**src/hdl/qsw_defines.svh**
```systemverilog
// constants for the quad switch command interpreter
`ifndef QSW_DEFINES_SVH
`define QSW_DEFINES_SVH

// serial frame layout, most significant bit first
`define QSW_FRAME_BITS 8
`define QSW_CTRL_MSB 7
`define QSW_CTRL_LSB 4
`define QSW_DATA_MSB 3
`define QSW_DATA_LSB 0

// control nibbles, H = 1 and L = 0
`define QSW_CMD_DIAG 4'h0
`define QSW_CMD_READBACK 4'hC
`define QSW_CMD_ECHO 4'hA
`define QSW_CMD_OR 4'h3
`define QSW_CMD_AND 4'hF

// two-bit diagnosis codes
`define QSW_DIAG_OK 2'h3
`define QSW_DIAG_LIMIT 2'h2
`define QSW_DIAG_OPEN 2'h1
`define QSW_DIAG_SGND 2'h0

// reset values
`define QSW_BYTE_RST 8'h00
`define QSW_DATA_RST 4'h0

`endif

```
**src/hdl/qsw_pkg.sv**
```systemverilog
// types shared by the quad switch command interpreter
package qsw_pkg;
    // latched combining operation between parallel inputs and data bits
    typedef enum logic {QSW_OP_OR, QSW_OP_AND} qsw_op_t;
    // what the next frame presents on the serial output
    typedef enum logic [1:0] {
        QSW_SO_DIAG,
        QSW_SO_READBACK,
        QSW_SO_ECHO
    } qsw_so_mode_t;
    typedef logic [1:0] qsw_code_t;
endpackage

```
**src/hdl/qsw_diag_if.sv**
```systemverilog
// carrier between the interpreter and its diagnosis register
interface qsw_diag_if #(parameter int NCH = 4);
    logic clear;
    logic [NCH-1:0] cond_limit;
    logic [NCH-1:0] cond_open;
    logic [NCH-1:0] cond_sgnd;
    logic [2*NCH-1:0] codes;
    logic [NCH-1:0] ch_fault;
    logic fault;

    modport core (
        output clear, cond_limit, cond_open, cond_sgnd,
        input codes, ch_fault, fault
    );
    modport diag (
        input clear, cond_limit, cond_open, cond_sgnd,
        output codes, ch_fault, fault
    );
endinterface

```
**src/hdl/qsw_diag.sv**
```systemverilog
// latched two-bit-per-channel diagnosis register and common fault flag
`include "qsw_defines.svh"

module qsw_diag #(
    parameter int NCH = 4
) (
    input wire logic i_core_clk,
    input wire logic i_resetn,
    qsw_diag_if.diag dif
);
    qsw_pkg::qsw_code_t cur [NCH];
    qsw_pkg::qsw_code_t code_r [NCH];
    qsw_pkg::qsw_code_t code_nxt [NCH];
    qsw_pkg::qsw_code_t prev_r [NCH];
    logic [NCH-1:0] live;
    logic fault_r;
    logic fault_nxt;

    genvar g;
    generate
        for (g = 0; g < NCH; g++) begin : g_ch
            // present condition, current limit ranks above the others
            always_comb begin
                if (dif.cond_limit[g]) begin
                    cur[g] = `QSW_DIAG_LIMIT;
                end else if (dif.cond_sgnd[g]) begin
                    cur[g] = `QSW_DIAG_SGND;
                end else if (dif.cond_open[g]) begin
                    cur[g] = `QSW_DIAG_OPEN;
                end else begin
                    cur[g] = `QSW_DIAG_OK;
                end
                live[g] = (cur[g] != `QSW_DIAG_OK);
                // a new error or a clear takes the present condition,
                // so an error in the clearing cycle is kept
                if ((live[g] && cur[g] != prev_r[g]) || dif.clear) begin
                    code_nxt[g] = cur[g];
                end else begin
                    code_nxt[g] = code_r[g];
                end
            end

            always_ff @(posedge i_core_clk or negedge i_resetn) begin
                if (!i_resetn) begin
                    code_r[g] <= `QSW_DIAG_OK;
                    prev_r[g] <= `QSW_DIAG_OK;
                end else begin
                    code_r[g] <= code_nxt[g];
                    prev_r[g] <= cur[g];
                end
            end

            assign dif.codes[2*g+1:2*g] = code_r[g];
            assign dif.ch_fault[g] = (code_r[g] != `QSW_DIAG_OK);

            chk_new_error_latch:
            assert property (@(posedge i_core_clk) disable iff (!i_resetn)
                (live[g] && cur[g] != prev_r[g]) |=> code_r[g] == $past(cur[g]))
                else $error("new channel error not latched");
            chk_clear_to_ok:
            assert property (@(posedge i_core_clk) disable iff (!i_resetn)
                (dif.clear && !live[g]) |=> code_r[g] == `QSW_DIAG_OK)
                else $error("diagnosis code not cleared");
        end
    endgenerate

    // flag high while any code is stored or any condition is present
    always_comb begin
        fault_nxt = (|dif.ch_fault) || (|live);
    end

    always_ff @(posedge i_core_clk or negedge i_resetn) begin
        if (!i_resetn) begin
            fault_r <= 1'b0;
        end else begin
            fault_r <= fault_nxt;
        end
    end

    assign dif.fault = fault_r;

    chk_fault_raise:
    assert property (@(posedge i_core_clk) disable iff (!i_resetn)
        (|live) |=> dif.fault)
        else $error("fault flag not raised");
    chk_fault_release:
    assert property (@(posedge i_core_clk) disable iff (!i_resetn)
        (!(|dif.ch_fault) && !(|live)) |=> !dif.fault)
        else $error("fault flag not released");
endmodule

```
**src/hdl/qsw_core.sv**
```systemverilog
// serial command interpreter and channel drive for the quad switch
`include "qsw_defines.svh"

module qsw_core #(
    parameter int NCH = 4
) (
    input wire logic i_core_clk,
    input wire logic i_resetn,
    input wire logic i_cs_n,
    input wire logic i_sclk,
    input wire logic i_si,
    output logic o_so,
    output logic o_so_oe,
    input wire logic [NCH-1:0] i_parallel_channel_inputs,
    input wire logic [NCH-1:0] i_parallel_inputs_connected,
    input wire logic i_input_polarity_select,
    input wire logic [NCH-1:0] i_current_limit,
    input wire logic [NCH-1:0] i_open_load,
    input wire logic [NCH-1:0] i_short_to_ground,
    output logic [NCH-1:0] o_channel_on,
    output logic o_fault_out,
    output logic o_fault_oe,
    output logic o_op_is_and,
    output logic o_echo_active
);
    localparam int FB = `QSW_FRAME_BITS;

    qsw_diag_if #(.NCH(NCH)) dif ();

    // frame edge detection, inputs already synchronous
    logic cs_q_r;
    logic sclk_q_r;
    logic cs_fall;
    logic cs_rise;
    logic sclk_fall;
    logic sclk_rise;

    // serial and command state
    logic [FB-1:0] rx_r;
    logic [FB-1:0] rx_nxt;
    logic [FB-1:0] tx_r;
    logic [FB-1:0] tx_nxt;
    logic so_r;
    logic so_nxt;
    logic so_oe_r;
    logic so_oe_nxt;
    logic echo_r;
    logic echo_nxt;
    qsw_pkg::qsw_so_mode_t mode_r;
    qsw_pkg::qsw_so_mode_t mode_nxt;
    qsw_pkg::qsw_op_t op_r;
    qsw_pkg::qsw_op_t op_nxt;
    logic [NCH-1:0] data_r;
    logic [NCH-1:0] data_nxt;
    logic [NCH-1:0] on_r;
    logic [NCH-1:0] on_nxt;

    logic [3:0] ctrl;
    logic [NCH-1:0] par_active;
    logic [FB-1:0] diag_byte;
    logic [FB-1:0] readback_byte;

    assign ctrl = rx_r[`QSW_CTRL_MSB:`QSW_CTRL_LSB];

    // edges of SCLK count only inside a frame
    assign cs_fall = cs_q_r && !i_cs_n;
    assign cs_rise = !cs_q_r && i_cs_n;
    assign sclk_fall = sclk_q_r && !i_sclk && !i_cs_n;
    assign sclk_rise = !sclk_q_r && i_sclk && !i_cs_n;

    always_ff @(posedge i_core_clk or negedge i_resetn) begin
        if (!i_resetn) begin
            cs_q_r <= 1'b1;
            sclk_q_r <= 1'b0;
        end else begin
            cs_q_r <= i_cs_n;
            sclk_q_r <= i_sclk;
        end
    end

    // polarity pin selects the active level; a floating input is off
    genvar g;
    generate
        for (g = 0; g < NCH; g++) begin : g_par
            assign par_active[g] = i_parallel_inputs_connected[g] &&
                !(i_parallel_channel_inputs[g] ^ i_input_polarity_select);
        end
    endgenerate

    // outgoing bytes: full diagnosis, or inputs plus one fault bit each
    assign diag_byte = dif.codes;
    assign readback_byte = {par_active, ~dif.ch_fault};

    // diagnosis register hookup
    assign dif.clear = cs_rise;
    assign dif.cond_limit = i_current_limit;
    assign dif.cond_open = i_open_load;
    assign dif.cond_sgnd = i_short_to_ground;

    qsw_diag #(.NCH(NCH)) u_diag (
        .i_core_clk(i_core_clk),
        .i_resetn(i_resetn),
        .dif(dif)
    );

    // serial engine and command decode
    always_comb begin
        rx_nxt = rx_r;
        tx_nxt = tx_r;
        so_nxt = so_r;
        so_oe_nxt = so_oe_r;
        echo_nxt = echo_r;
        mode_nxt = mode_r;
        op_nxt = op_r;
        data_nxt = data_r;
        if (cs_fall) begin
            // snapshot taken at frame start; later faults wait a frame
            so_oe_nxt = 1'b1;
            rx_nxt = `QSW_BYTE_RST;
            echo_nxt = (mode_r == qsw_pkg::QSW_SO_ECHO);
            if (mode_r == qsw_pkg::QSW_SO_READBACK) begin
                tx_nxt = readback_byte;
            end else begin
                tx_nxt = diag_byte;
            end
            so_nxt = echo_nxt ? i_si : tx_nxt[FB-1];
        end else if (cs_rise) begin
            so_oe_nxt = 1'b0;
            echo_nxt = 1'b0;
            mode_nxt = qsw_pkg::QSW_SO_DIAG;
            case (ctrl)
                `QSW_CMD_DIAG: begin
                    // outputs and operation untouched
                    mode_nxt = qsw_pkg::QSW_SO_DIAG;
                end
                `QSW_CMD_READBACK: begin
                    mode_nxt = qsw_pkg::QSW_SO_READBACK;
                end
                `QSW_CMD_ECHO: begin
                    mode_nxt = qsw_pkg::QSW_SO_ECHO;
                end
                `QSW_CMD_OR: begin
                    op_nxt = qsw_pkg::QSW_OP_OR;
                    data_nxt = rx_r[NCH-1:0];
                end
                `QSW_CMD_AND: begin
                    op_nxt = qsw_pkg::QSW_OP_AND;
                    data_nxt = rx_r[NCH-1:0];
                end
                default: begin
                    data_nxt = rx_r[NCH-1:0];
                end
            endcase
        end else if (!i_cs_n) begin
            if (echo_r) begin
                so_nxt = i_si;
            end else if (sclk_rise) begin
                so_nxt = tx_r[FB-2];
                tx_nxt = {tx_r[FB-2:0], 1'b0};
            end
            if (sclk_fall) begin
                rx_nxt = {rx_r[FB-2:0], i_si};
            end
        end
    end

    always_ff @(posedge i_core_clk or negedge i_resetn) begin
        if (!i_resetn) begin
            rx_r <= `QSW_BYTE_RST;
            tx_r <= `QSW_BYTE_RST;
            so_r <= 1'b0;
            so_oe_r <= 1'b0;
            echo_r <= 1'b0;
            mode_r <= qsw_pkg::QSW_SO_DIAG;
            op_r <= qsw_pkg::QSW_OP_OR;
            data_r <= `QSW_DATA_RST;
        end else begin
            rx_r <= rx_nxt;
            tx_r <= tx_nxt;
            so_r <= so_nxt;
            so_oe_r <= so_oe_nxt;
            echo_r <= echo_nxt;
            mode_r <= mode_nxt;
            op_r <= op_nxt;
            data_r <= data_nxt;
        end
    end

    // channel drive follows parallel inputs every cycle, so pwm on the
    // inputs passes through with one cycle of latency
    always_comb begin
        if (op_r == qsw_pkg::QSW_OP_AND) begin
            on_nxt = par_active & data_r;
        end else begin
            on_nxt = par_active | data_r;
        end
    end

    always_ff @(posedge i_core_clk or negedge i_resetn) begin
        if (!i_resetn) begin
            on_r <= '0;
        end else begin
            on_r <= on_nxt;
        end
    end

    // outputs
    assign o_channel_on = on_r;
    assign o_so = so_r;
    assign o_so_oe = so_oe_r;
    assign o_fault_out = 1'b0; // open drain only ever pulls low
    assign o_fault_oe = dif.fault;
    assign o_op_is_and = (op_r == qsw_pkg::QSW_OP_AND);
    assign o_echo_active = echo_r;

    chk_or_combine:
    assert property (@(posedge i_core_clk) disable iff (!i_resetn)
        (op_r == qsw_pkg::QSW_OP_OR) |=>
            o_channel_on == ($past(par_active) | $past(data_r)))
        else $error("OR combine wrong");

    chk_reset_or:
    assert property (@(posedge i_core_clk) disable iff (!i_resetn)
        $rose(i_resetn) |-> (op_r == qsw_pkg::QSW_OP_OR) && data_r == '0)
        else $error("operation after reset is not OR");

    chk_or_held:
    assert property (@(posedge i_core_clk) disable iff (!i_resetn)
        (op_r == qsw_pkg::QSW_OP_OR && !(cs_rise && ctrl == `QSW_CMD_AND))
            |=> op_r == qsw_pkg::QSW_OP_OR)
        else $error("OR lost without AND command");

    chk_and_combine:
    assert property (@(posedge i_core_clk) disable iff (!i_resetn)
        (cs_rise && ctrl == `QSW_CMD_AND) |=>
            o_op_is_and ##1 o_channel_on == ($past(par_active) & data_r))
        else $error("AND command not applied");

    chk_and_held:
    assert property (@(posedge i_core_clk) disable iff (!i_resetn)
        (op_r == qsw_pkg::QSW_OP_AND && !(cs_rise && ctrl == `QSW_CMD_OR))
            |=> op_r == qsw_pkg::QSW_OP_AND)
        else $error("AND lost without OR command");

    chk_other_data:
    assert property (@(posedge i_core_clk) disable iff (!i_resetn)
        (cs_rise && ctrl != `QSW_CMD_DIAG && ctrl != `QSW_CMD_READBACK &&
            ctrl != `QSW_CMD_ECHO) |=> data_r == $past(rx_r[NCH-1:0]))
        else $error("data bits not taken");

    chk_so_release:
    assert property (@(posedge i_core_clk) disable iff (!i_resetn)
        cs_q_r |-> !o_so_oe)
        else $error("SO driven with select high");

    chk_so_drive:
    assert property (@(posedge i_core_clk) disable iff (!i_resetn)
        cs_fall ##1 !i_cs_n |-> o_so_oe)
        else $error("SO not driven in frame");

    chk_diag_only:
    assert property (@(posedge i_core_clk) disable iff (!i_resetn)
        (cs_rise && ctrl == `QSW_CMD_DIAG) |=>
            data_r == $past(data_r) && op_r == $past(op_r))
        else $error("diagnosis-only changed state");

    chk_readback_byte:
    assert property (@(posedge i_core_clk) disable iff (!i_resetn)
        (cs_fall && mode_r == qsw_pkg::QSW_SO_READBACK) |=>
            tx_r == $past(readback_byte) && o_so == $past(readback_byte[FB-1]))
        else $error("read-back byte wrong");

    chk_echo_path:
    assert property (@(posedge i_core_clk) disable iff (!i_resetn)
        (echo_r && !i_cs_n && !cs_fall) |=> o_so == $past(i_si))
        else $error("echo does not follow SI");

    // a one-clock select gap may open the next echo frame right away
    chk_echo_once:
    assert property (@(posedge i_core_clk) disable iff (!i_resetn)
        cs_rise |=> !echo_r)
        else $error("echo not ended with frame");

    chk_echo_start:
    assert property (@(posedge i_core_clk) disable iff (!i_resetn)
        $rose(echo_r) |->
            $past(cs_fall && mode_r == qsw_pkg::QSW_SO_ECHO))
        else $error("echo opened outside an echo frame");

    chk_floating_off:
    assert property (@(posedge i_core_clk) disable iff (!i_resetn)
        (i_parallel_inputs_connected == '0 && data_r == '0) |=>
            o_channel_on == '0)
        else $error("floating inputs turned a channel on");
endmodule

```
**config.mk**
```make
export PLATFORM = sky130hd
export DESIGN_NAME = qsw_core
export DESIGN_NICKNAME = d
export VERILOG_FILES = /design/src/hdl/qsw_pkg.sv /design/src/hdl/qsw_diag_if.sv /design/src/hdl/qsw_diag.sv /design/src/hdl/qsw_core.sv
export VERILOG_INCLUDE_DIRS = /design/src /design/src/hdl
export SDC_FILE = /design/constraint.sdc
export NUM_CORES = 1
export LEC_CHECK = 0
export BUFFER_PORTS_ARGS = -buffer_cell sky130_fd_sc_hd__buf_2
export CORE_AREA = 2 2 105 77
export DETAILED_ROUTE_END_ITERATION = 8
export DIE_AREA = 0 0 107 79
export GPL_TIMING_DRIVEN = 0
export SYNTH_ARGS = -nofsm -noshare
export SYNTH_HDL_FRONTEND = slang
export SYNTH_HIERARCHICAL = 1
export SYNTH_SLANG_ARGS = --single-unit
```
**constraint.sdc**
```tcl
create_clock -name i_core_clk -period 2 [get_ports i_core_clk]
set_input_delay 0.1 -clock i_core_clk [delete_from_list [all_inputs] [get_ports i_core_clk]]
set_output_delay 0.1 -clock i_core_clk [all_outputs]
set_load 0.02 [all_outputs]
```
; After elaboration in Yosys (flattened, before gate mapping)
; Cells that the tools add are included.
[totals]
register_bits = 48
inputBits = 26
output_inout_bits = 10
word_cells = 126
[classes]
n_eq_ne = 21
n_mux = 34
bitwise = 9
reduce_logical = 42
[op_table]
columns = operator, count
row1 = 8-bit 2-to-1 mux, 5
row2 = 7-bit 2-to-1 mux, 5
row3 = 2-bit 2-to-1 mux, 12
row4 = 2-bit inequality test (second input constant), 10
row5 = 1-bit logical AND, 14
row6 = 4-bit equality test (second input constant), 3
row7 = 3-bit AND reduction, 4
row8 = 1-bit 2-to-1 mux, 9
row9 = 1-bit zero test, 8
row10 = 2-bit inequality test, 4
row11 = 2-bit nonzero test, 4
row12 = 4-bit OR reduction, 2
row13 = 1-bit logical OR, 5
row14 = 4-bit bitwise AND, 1
row15 = 4-bit by 2-bit equality test with 1-bit output (second input constant), 1
row16 = 4-bit zero test, 1
row17 = 4-bit 2-to-1 mux, 1
row18 = 4-bit inverter, 1
row19 = 4-bit OR, 1
row20 = 2-bit case mux with 2 select lines, 1
row21 = 4-bit AND reduction, 1
row22 = 1-bit XOR, 4
row23 = 3-bit nonzero test, 1
row24 = 3-bit OR reduction, 1
row25 = 6 further kinds, 7

; Longest topological paths before layout
; Gate-level depths: netlist of run 1.
[logic_depth]
ltp_word = 8
depth_mapped = 7
ltp_nobuf = 6

; Hierarchy
; Netlist of run 1, hierarchy kept.
[modules_own_cells]
columns = mod, instances, cells_per_inst, area_per_inst_um2, seq_area_each_um2
row1 = qsw_core, 1, 157, 1565.3, 777.0
row2 = qsw_diag, 1, 91, 893.4, 445.4

; Worst setup path after synthesis of run 1
; No wires, ideal clock.
[synth_path]
kind = register to register
from = reg cs_q_r
to = reg tx_r[6]
setup_ns = 0.127
arrival_ns = 1.609
setup_slack_ns = 0.263
path_stages_with_launch = 6
path_buffers = 2
cell_sequence = dfstp_2 -> ha_1 -> clkbuf_1 -> buf_1 -> o221ai_1 -> mux2_1
[synth_lines]
columns = item, line
row1 = from (decl), qsw_core.sv:31  ; logic cs_q_r;
row2 = from (signal assigned), qsw_core.sv:76  ; cs_q_r <= i_cs_n;
row3 = 1-bit logical AND *, qsw_core.sv:66  ; assign cs_fall = cs_q_r && !i_cs_n;
row4 = via cs_fall, qsw_core.sv:33  ; logic cs_fall;
row5 = 2-bit inequality test (no source line) (tied with other cells), n/a
row6 = 4-bit AND reduction (no source line), n/a
row7 = to (signal assigned), qsw_core.sv:170  ; tx_r <= `QSW_BYTE_RST;
row8 = to (signal assigned), qsw_core.sv:179  ; tx_r <= tx_nxt;
row9 = to (decl), qsw_core.sv:41  ; logic [FB-1:0] tx_r;
; Mark *: on every way through the listed nets, which the timed path passes. The rest lies on a longest branch.
; A chain may end at the register's enable or synchronous reset.

; Worst setup path after layout of run 1
[layout_path]
from = reg cs_q_r
to = reg data_r[2]
[layout_between]
elab_chain_len = 3
[layout_rtl]
columns = item, line
row1 = 1-bit zero test, qsw_core.sv:67  ; assign cs_rise = !cs_q_r && i_cs_n;
row2 = 1-bit logical AND, qsw_core.sv:67
row3 = via cs_rise, qsw_core.sv:34  ; logic cs_rise;
row4 = 3-bit AND reduction (no source line), n/a
row5 = to (signal assigned), qsw_core.sv:176  ; data_r <= `QSW_DATA_RST;
row6 = to (signal assigned), qsw_core.sv:185  ; data_r <= data_nxt;
row7 = to (decl), qsw_core.sv:53  ; logic [NCH-1:0] data_r;
; The timed path passes the listed nets, and every way through them passes these cells.

==> results by group, run 1 <==
Status
  • Status: finished, violations left
  • Failing checks: hold timing

Route
  • Total wire length: 5280 µm
  • Initial DRC Count: between 100 and 150
  • Routed Antenna Nets: 0
  • First drt pass iteration count: 4
  • Via count: 1919
  • Drt drc: 0
  • Vias per std cell: 4.85
  • Routed length per instance: 13.3 µm

Yosys
  • Register area share after synthesis: 49.7%
  • Share of the synthesized area in the top cell type: 31.6%
  • Post-Syn Instances: 248
  • Synth Area per Inst: 9.91 µm²
  • Mux contribution to synthesized area: 6.06%
  • Post-synthesis xor/xnor area fraction: about 3.6%
  • EDFF count, synth: 0
  • Synth warn: 6
  • Post-Synth Simple-Gate Area: about 17%
  • Synth area leader: dfrtp_1
  • Netlist cell types: between 50 and 60
  • Net Count, Synth: 276
  • Mapped Area: around 2500 µm²
  • Largest family of logic cells by synthesized area: compound AO/OA/AOI/OAI gates
  • Async set-reset flop share out of synthesis: 100%
  • Post-Synth Adder-Cell Area: 1.02%
  • Yosys reg bits: 48
  • Synth top area cells: dfrtp_1 (32%), dfstp_2 (18%), nand2_1 (4.7%)
  • Post-synthesis compound-gate area fraction: 17.8%
  • Synth cell count leaders: dfrtp_1 (31), nand2_1 (31), nor2_1 (23), dfstp_2 (17), inv_1 (16)
  • Main flop type after synthesis: dfrtp_1

Critical path
  • Worst Path Required: 2180 ps
  • CP Cell Sequence: inv_1, ha_1, clkbuf_1, or4b_4, mux2_4
  • Reg2reg setup slack: just under 100 ps
  • Peak fanout along the critical path: 9
  • RR Endpoint: data_r[2]
  • CP endpoint kind: register
  • CP Class: reg2reg
  • Max incr delay on CP: 580 ps
  • Startpoint types: register
  • Critical Path AT: around 2100 ps
  • Crit path max-delay family: simple AND/OR/NAND/NOR gates
  • Worst r2r path cells: 5
  • Crit-path slowest cell: or4b_4
  • Buf+Inv Stages, Crit Path: 2
  • RR Startpoint: cs_q_r

Place
  • Worst Setup Slack post-DPL: -10.3 ps
  • Detail Placement HPWL: slightly below 4000 µm
  • Placer Congestion: 0.774
  • # port buffers: 33
  • Dpl cells: roughly 380

Cells and area
  • Layout Utilization: 38.7%
  • Non-Filler Instances: 396
  • Share of layout cells above drive strength 1: between 20% and 30%
  • Reg area: ~1200 µm²
  • # diodes: 0
  • Layout area overhead: 18.6%
  • # fillers: 747
  • Multi-input combinational cell area: roughly 1100 µm²
  • Fin nets: 322

STA
  • Max-slew headroom: 29.4%
  • Worst-Margin Slew: 1060 ps
  • Min Tclk post-route: 1900 ps
  • Setup slack after layout: slightly below 100 ps
  • Setup TNS: 0 ps
  • Hold slack final: -4.50 ps
  • Fmax: approximately 0.53 GHz
  • Clock Skew: 6.10 ps
  • Fin. max-slew vios: 0
  • Final period util: 95.1%
  • Final setup vio count: 0
  • RSZ-0062 raised after global routing: no
  • Endpoints failing hold: 11

Global routing
  • Grt ovf: 0
  • First-pass GRT wire length: 9000 µm
  • Vias in the first global route: 1844
  • Total Routing Usage GR: approximately 13%
  • Largest net degree at the start of global routing: 49
  • Initial antenna violation count: 0

Die
  • Die Span Y: 79 µm
  • Core Area: 7530 µm²
  • Initial Utilization: 32.6%
  • Die footprint: approximately 8500 µm²
  • Number of cell rows: 27
  • Die X: approximately 110 µm
  • I/O pin cnt: 36

Run
  • Max-cap violations: 0

Clocking
  • Max H-tree Level: 2
  • Clock-pin slew on the worst setup and hold paths: 90 ps
  • CTS tree: built
  • Root Driver: clkbuf_8
  • CTS Buf Count: 5
  • Bufs on Longest Clock Path: 2
  • Clk_lat worst skew: roughly 290 ps
  • Clock sink count: 48

Pwr
  • Cell Pwr Density: 823 nW/µm²
  • LEAKAGE: 1.26 nW
  • VDD IR-drop max: about 0.3 mV

Worst hold path
  • Min-delay worst type: in2async
-- placed cells by master, fill, tap and decap left out, types with 8 or more instances in the layout --
master and n:
a21oi_1 11, o21ai_1 9, o31ai_1 8, xnor2_1 10
nor2_1 23, buf_2 36, inv_1 16, dfrtp_1 31
dfstp_2 17, nand2_1 31
-- metrics by stage --
step / hold slack [ps] / total power, mW / cell area [µm²]
after floorplan: -196 / 1.64 / 2460
after global placement: 260 / 1.80 / 2750
after detailed placement: 260 / 1.82 / 2750
after CTS: 3.11 / 2.42 / 2910
after global routing: 4.59 / 2.55 / 2920
final: -4.50 / 2.40 / 2920
-- report_power, final --
group | total (mW) | switching (mW) | leakage [nW] | internal, mW
sequential | 1.27 | 0.111 | 0.582 | 1.16
combinational | 0.544 | 0.283 | 0.628 | 0.261
clock | 0.588 | 0.305 | 0.0455 | 0.283
total | 2.40 | 0.699 | 1.26 | 1.70
-- state kept, by name, summed over array words and instances (netlist names), 2 cells and up --
name and flops:
u_diag/dif.codes 8, tx_r 7, u_diag/prev_r 8, data_r 4, mode_r 2, rx_r 8
o_channel_on 4
-- final cells by class --
cell class | count | area share [%]
plain buffers | 10 | 1.59
clock buffers | 8 | 3.09
repair buffers | 40 | 8.07
multi-input cells | 172 | 38.8
well taps | 101 | 4.33
flip-flops and latches | 48 | 41.9
inverters | 17 | 2.19
-- metal layers --
layer  share of wire (%)  vias to the layer above  global-route usage [%]
met4                0.95                        0                    4.16
met3                 4.1                        4                    2.63
met2                  42                       40                    18.9
met5                   0                        -                       0
li1                    -                      961                       -
met1                  53                      914                    20.4
-- timing repair --
item	in CTS	in global routing
endpoints found under the setup margin	4	11
pin swaps	0	0
hold endpoints to repair	5	0
gates cloned	0	0
resized for setup	1	4
setup buffers	0	0
hold buffers	7	0
-- cell families after synthesis --
family / count (synthesis)
simple gates: 83
fa+ha+maj: 2
buf+inv: 28
mux: 12
compound gates: 64
xor+xnor: 10
flops: 48
other cells: 1
-- how the worst max path moves through the flow --
stage | startpoint | to | slack, ps | depth (start not counted)
after floorplan | cs_q_r | tx_r[6] | 260 | 5
after global placement | cs_q_r | tx_r[6] | 30 | 5
after detailed placement | cs_q_r | tx_r[3] | -10 | 6
after CTS | cs_q_r | data_r[2] | 100 | 5
after global routing | cs_q_r | data_r[2] | 7 | 5
final | cs_q_r | data_r[2] | 100 | 5
Note: power is estimated with default switching activity, not from simulation.
==> run 2, diff against run 1 <==
CELL_PAD_IN_SITES_DETAIL_PLACEMENT = 1   (was unset)
CELL_PAD_IN_SITES_GLOBAL_PLACEMENT = 1   (was unset)
PLACE_DENSITY_LB_ADDON = 0.1   (was unset)
REMOVE_ABC_BUFFERS = 1   (was unset)
==> results by group, run 2 (synthesized netlist as in run 1, its figures left out) <==
Status
  • Status: complete, no violations

Cells and area
  • Layout Utilization: 38.6% (-0.12 points)
  • Fin nets: 314 (-2.5%)
  • # diodes: 0 (unchanged)
  • Share of layout cells above drive strength 1: 26.1% (-0.31 points)
  • Commonest cells after routing, fill and taps aside: buf_2 (34), nand2_1 (31), dfrtp_1 (31), nor2_1 (23), dfstp_2 (17)
  • Commonest non-fill, non-tap cell in the layout: buf_2
  • Layout area overhead: 18.2%

Global routing
  • Vias in the first global route: 2017 (+9.4%)
  • Initial antenna violation count: 0 (unchanged)
  • Total Routing Usage GR: 15.5% (+2.1 points)
  • Grt ovf: 0 (unchanged)
  • First-pass GRT wire length: 10200 µm (+13%)
  • Largest net degree at the start of global routing: 49 (unchanged)

Critical path
  • Buf+Inv Stages, Crit Path: 1 (-1)
  • RR Endpoint: data_r[0]
  • Crit path max-delay family: simple AND/OR/NAND/NOR gates
  • CP Cell Sequence: inv_1, ha_4, or4b_4, mux2_4
  • Reg2reg setup slack: 190 ps (+90 ps)
  • Crit-path slowest cell: or4b_4
  • Startpoint types: register
  • Worst Path Required: 2180 ps (about the same)
  • Worst r2r path cells: 4 (-1)
  • Peak fanout along the critical path: 26 (+17)
  • RR Startpoint: cs_q_r
  • CP Class: reg2reg
  • Critical Path AT: 1990 ps (-90 ps)
  • Max incr delay on CP: 580 ps (about the same)
  • Crit path launch: cs_q_r
  • CP endpoint kind: register

Route
  • Total wire length: 5910 µm (+12%)
  • Drt drc: 0 (unchanged)
  • Routed length per instance: 15.2 µm (+14%)
  • First drt pass iteration count: 4 (unchanged)
  • Routed Antenna Nets: 0 (unchanged)
  • Vias per std cell: 4.97 (+2.5%)
  • Via count: 1928 (+0.47%)
  • Initial DRC Count: 63 (-38%)

Clocking
  • Clock sink count: 48 (unchanged)
  • Bufs on Longest Clock Path: 2 (unchanged)
  • Root Driver: clkbuf_8
  • CTS Buf Count: 5 (unchanged)
  • CTS tree: built
  • Clk_lat worst skew: 300 ps (about the same)
  • Clock-pin slew on the worst setup and hold paths: 90 ps (about the same)
  • Max H-tree Level: 2 (unchanged)

Pwr
  • Sw power: 0.730 mW (+4.5%)
  • LEAKAGE: 1.24 nW (-1.5%)
  • Cell Pwr Density: 837 nW/µm² (+1.7%)
  • Switch share: 30.0% (+0.87 points)
  • Internal: 1.70 mW (+0.18%)
  • Combinational Power Share: 22.8% (about the same)
  • Clock Power Share: 25.1% (+0.6 points)
  • VDD IR-drop max: 0.312 mV (+1.7%)
  • Sequential Power Share: 52.2% (-0.6 points)
  • Power after layout: 2.43 mW (+1.4%)

Place
  • Detail Placement HPWL: 4200 µm (+9.2%)
  • Placer Congestion: 0.756 (-2.3%)
  • # port buffers: 34 (+3.0%)

STA
  • Min Tclk post-route: 1810 ps (-95.0 ps)
  • Max-slew headroom: 26.0% (-3.4 points)
  • Final period util: 90.3% (-4.7 points)
  • Worst-Margin Slew: 1110 ps (+50.9 ps)
  • Fin. max-slew vios: 0 (unchanged)
  • Setup TNS: 0 ps (unchanged)
  • Final setup vio count: 0 (unchanged)
  • Clock Skew: 8.95 ps (+2.85 ps)
  • Fmax: 0.554 GHz (+5.3%)
  • RSZ-0062 raised after global routing: no
  • Endpoints failing hold: 0 (-11)

Run
  • Max-cap violations: 0 (unchanged)

Die
  • Core Area: 7530 µm² (unchanged)
  • Die Span Y: 79 µm (unchanged)
  • Die X: 107 µm (unchanged)
  • Initial Utilization: 32.6% (unchanged)
  • I/O pin cnt: 36 (unchanged)
  • Die footprint: 8450 µm² (unchanged)
  • Number of cell rows: 27 (unchanged)

Worst hold path
  • Min-delay worst type: in2async
## run 2: cell types whose count changed in the layout (fill, tap and decap cells not counted), sizes merged
cell	previous run	this run
clkbuf	14	8
buf	37	34
dlygate4sd3	7	8
## run 2: metrics by stage
step	hold slack, ps	setup slack [ps]	cell area, µm²	cells
2_1_floorplan	-196	57.7	2410	237
3_3_place_gp	260	-370	2710	372
3_5_place_dp	262	-351	2710	372
4_1_cts	7.33	27.8	2890	388
5_1_grt	12.6	72.6	2910	388
6_report	4.73	193	2910	388
## run 2: cell type report
class,count,area [µm²]
inverter,17,63.8
fill,882,4630
clock buffer,8,90.1
sequential,48,1220
tap,101,126
timing repair buffer,42,250
multi-input combinational,172,1150
## run 2: power groups by stage
stage / combinational, mW / clock [mW] / sequential, mW
5_1_grt: 0.629 / 0.676 / 1.29
3_5_place_dp: 0.542 / 0 / 1.29
3_3_place_gp: 0.528 / 0 / 1.28
6_report: 0.554 / 0.610 / 1.27
4_1_cts: 0.558 / 0.635 / 1.27
2_1_floorplan: 0.332 / 0 / 1.30
## run 2: routing by layer
metal | vias up | wire length (µm) | global-route usage [%]
met1 | 955 | 3210 | 23.6
met5 | - | 0 | 0
met2 | 24 | 2490 | 22.3
met4 | 0 | 48 | 3.51
li1 | 945 | - | -
met3 | 4 | 171 | 3.12
## run 2: worst max path at each step
stage                      endpoint  slack, ps  cells after the start
after floorplan           data_r[0]         60                      4
after global placement      rx_r[5]       -370                      4
after detailed placement    rx_r[5]       -350                      4
after CTS                 data_r[2]         30                      4
after global routing        tx_r[4]         70                      3
final                     data_r[0]        190                      4
## run 2: worst reg2reg max path: stages, from the launching register on
cell,delay [ps]
dfstp_2,390
inv_1,80
ha_4,320
or4b_4,580
mux2_4,320
## run 2: repair_timing
action / in CTS / in global routing
buffers inserted: 0 / 0
endpoints found under the setup margin: 20 / 8
endpoints found under the hold margin: 5 / 0
hold buffers: 8 / 0
resized for setup: 3 / 2
==> run 3, diff against run 2 <==
CELL_PAD_IN_SITES_DETAIL_PLACEMENT = unset   (was 1)
CELL_PAD_IN_SITES_GLOBAL_PLACEMENT = unset   (was 1)
CORE_AREA = 2 2 86 63   (was 2 2 105 77)
DIE_AREA = 0 0 88 65   (was 0 0 107 79)
PLACE_DENSITY = 0.72   (was unset)
PLACE_DENSITY_LB_ADDON = unset   (was 0.1)
==> results by group, run 3 (synthesized netlist as in run 1, its figures left out) <==
Clocking
  • Post CTS Setup Buffer Count: 0 (unchanged)
  • CTS Buf Count: 5 (unchanged)
  • Clk_lat worst skew: 300 ps (about the same)
  • Bufs on Longest Clock Path: 2 (unchanged)
  • Max H-tree Level: 2 (unchanged)
  • Clock-pin slew on the worst setup and hold paths: 90 ps (about the same)
  • CTS tree: built
  • Root Driver: clkbuf_8
  • Clock sink count: 48 (unchanged)

Critical path
  • Worst Path Required: 2190 ps (about the same)
  • Reg2reg setup slack: 170 ps (-30 ps)
  • Worst r2r path cells: 3 (-1)
  • RR Startpoint: cs_q_r
  • Critical Path AT: 2020 ps (+30 ps)
  • CP Class: reg2reg
  • CP endpoint kind: register
  • Startpoint types: register
  • Peak fanout along the critical path: 18 (-31%)
  • RR Endpoint: tx_r[4]

Pwr
  • Internal: 1.82 mW (+6.9%)
  • Combinational Power Share: 21.6% (-1.2 points)
  • Cell Pwr Density: 875 nW/µm² (+4.5%)
  • VDD IR-drop max: 0.381 mV (+22%)
  • Clock Power Share: 28.4% (+3.3 points)
  • Switch share: 28.1% (-1.9 points)
  • Sw power: 0.713 mW (-2.4%)
  • Sequential Power Share: 50.0% (-2.2 points)
  • LEAKAGE: 1.25 nW (+1.3%)

Place
  • Area after DPL: 2670 µm² (-1.3%)
  • Detail Placement HPWL: 3490 µm (-17%)
  • # port buffers: 34 (unchanged)
  • Placer Congestion: 0.745 (-1.5%)
  • Dpl cells: 343 (-7.8%)

STA
  • Clock Skew: 4.90 ps (-4.05 ps)
  • Worst-Margin Slew: 1040 ps (-75.3 ps)
  • Final setup vio count: 0 (unchanged)
  • Fin. max-slew vios: 0 (unchanged)
  • Endpoints failing hold: 31 (+31)
  • Final period util: 91.6% (+1.3 points)
  • Fmax: 0.546 GHz (-1.4%)
  • RSZ-0062 raised after global routing: no
  • Hold slack final: -19.2 ps (-23.9 ps)
  • Max-slew headroom: 31.0% (+5.0 points)
  • Min Tclk post-route: 1830 ps (+25.3 ps)

Route
  • Initial DRC Count: 153 (+140%)
  • Routed length per instance: 14.2 µm (-6.7%)
  • Vias per std cell: 5.30 (+6.7%)
  • Routed Antenna Nets: 0 (unchanged)
  • Drt drc: 0 (unchanged)
  • First drt pass iteration count: 4 (unchanged)
  • Via count: 1908 (-1.0%)
  • Total wire length: 5120 µm (-13%)

Global routing
  • Initial antenna violation count: 0 (unchanged)
  • Vias in the first global route: 1835 (-9.0%)
  • Total Routing Usage GR: 19.3% (+3.8 points)
  • Largest net degree at the start of global routing: 49 (unchanged)
  • First-pass GRT wire length: 8490 µm (-17%)
  • Grt ovf: 0 (unchanged)

Run
  • Max-cap violations: 0 (unchanged)

Status
  • Status: finished, violations left
  • Failing checks: hold timing

Die
  • Die footprint: 5720 µm² (-32%)
  • Die Span Y: 65 µm (-18%)
  • Initial Utilization: 49.3% (+17 points)
  • I/O pin cnt: 36 (unchanged)
  • Number of cell rows: 22 (-19%)
  • Die X: 88 µm (-18%)
  • Core Area: 4980 µm² (-34%)

Cells and area
  • Layout Utilization: 58.1% (+20 points)
  • Multi-input combinational cell area: 1140 µm² (-0.87%)
  • Non-Filler Instances: 360 (-7.2%)
  • Post-route cell area: 2900 µm² (-0.34%)
  • Reg area: 1220 µm² (unchanged)
  • Layout area overhead: 17.8%
  • Fin nets: 315 (+0.32%)
  • Commonest cells after routing, fill and taps aside: buf_2 (34), nand2_1 (31), dfrtp_1 (31), nor2_1 (23), dfstp_2 (17)
  • # fillers: 434 (-51%)
  • Commonest non-fill, non-tap cell in the layout: buf_2
  • Share of layout cells above drive strength 1: 26.4% (+0.26 points)
  • # diodes: 0 (unchanged)

Worst hold path
  • Min-delay worst type: in2async
-- run 3: cell types whose count changed in the layout (fill, tap and decap cells not counted), sizes merged --
cell and delta:
clkinv +1, clkbuf -2, bufinv +1, dlygate4sd3 +1
-- run 3: power groups by stage --
stage | Combinational (mW) | Clock, mW | Sequential [mW]
floorplan | 0.332 | 0 | 1.30
global placement | 0.513 | 0 | 1.28
detailed placement | 0.530 | 0 | 1.28
CTS | 0.549 | 0.731 | 1.27
global route | 0.615 | 0.772 | 1.29
finish | 0.548 | 0.719 | 1.27
-- run 3: cell type report --
class	instances	area share, %
clock inverter	2	1.17
multi-input combinational	172	39.5
inverter	17	2.20
tap	72	3.11
timing repair buffer	43	8.98
clock buffer	6	2.85
sequential	48	42.2
-- run 3: metrics by stage --
| stage | setup slack [ps] | setup TNS [ps] | power, mW |
|---|---|---|---|
| final | 168 | 0 | 2.53 |
| after CTS | 62.9 | 0 | 2.55 |
| after floorplan | 57.7 | 0 | 1.63 |
| after global placement | -205 | -1320 | 1.79 |
| after detailed placement | -252 | -1680 | 1.81 |
| after global routing | 31.7 | 0 | 2.68 |
-- run 3: critical path, cell delays in order, from the launching register on --
cell,delay [ps]
dfstp_2,380
ha_2,280
o21bai_1,660
mux2_1,390
-- run 3: what timing repair did --
item,4_1_cts,5_1_grt
hold buffers,9,0
setup endpoints to repair,16,4
hold endpoints to repair,7,0
resized for setup,3,1
-- run 3: worst max path at each step --
stage	startpoint	endpoint	slack, ps	cells past startpoint
floorplan	cs_q_r	data_r[0]	60	4
global placement	cs_q_r	rx_r[5]	-210	4
detailed placement	cs_q_r	rx_r[5]	-250	4
CTS	cs_q_r	data_r[3]	60	4
global route	cs_q_r	tx_r[4]	30	3
finish	cs_q_r	tx_r[4]	170	3
-- run 3: per-layer routing --
layer	part of all wire, %	global-route usage, %	wire length (µm)
met1	51	27.6	2630
met2	44	29.6	2280
met3	2.9	3.57	151
met4	1.1	6.15	57
met5	0	0	0
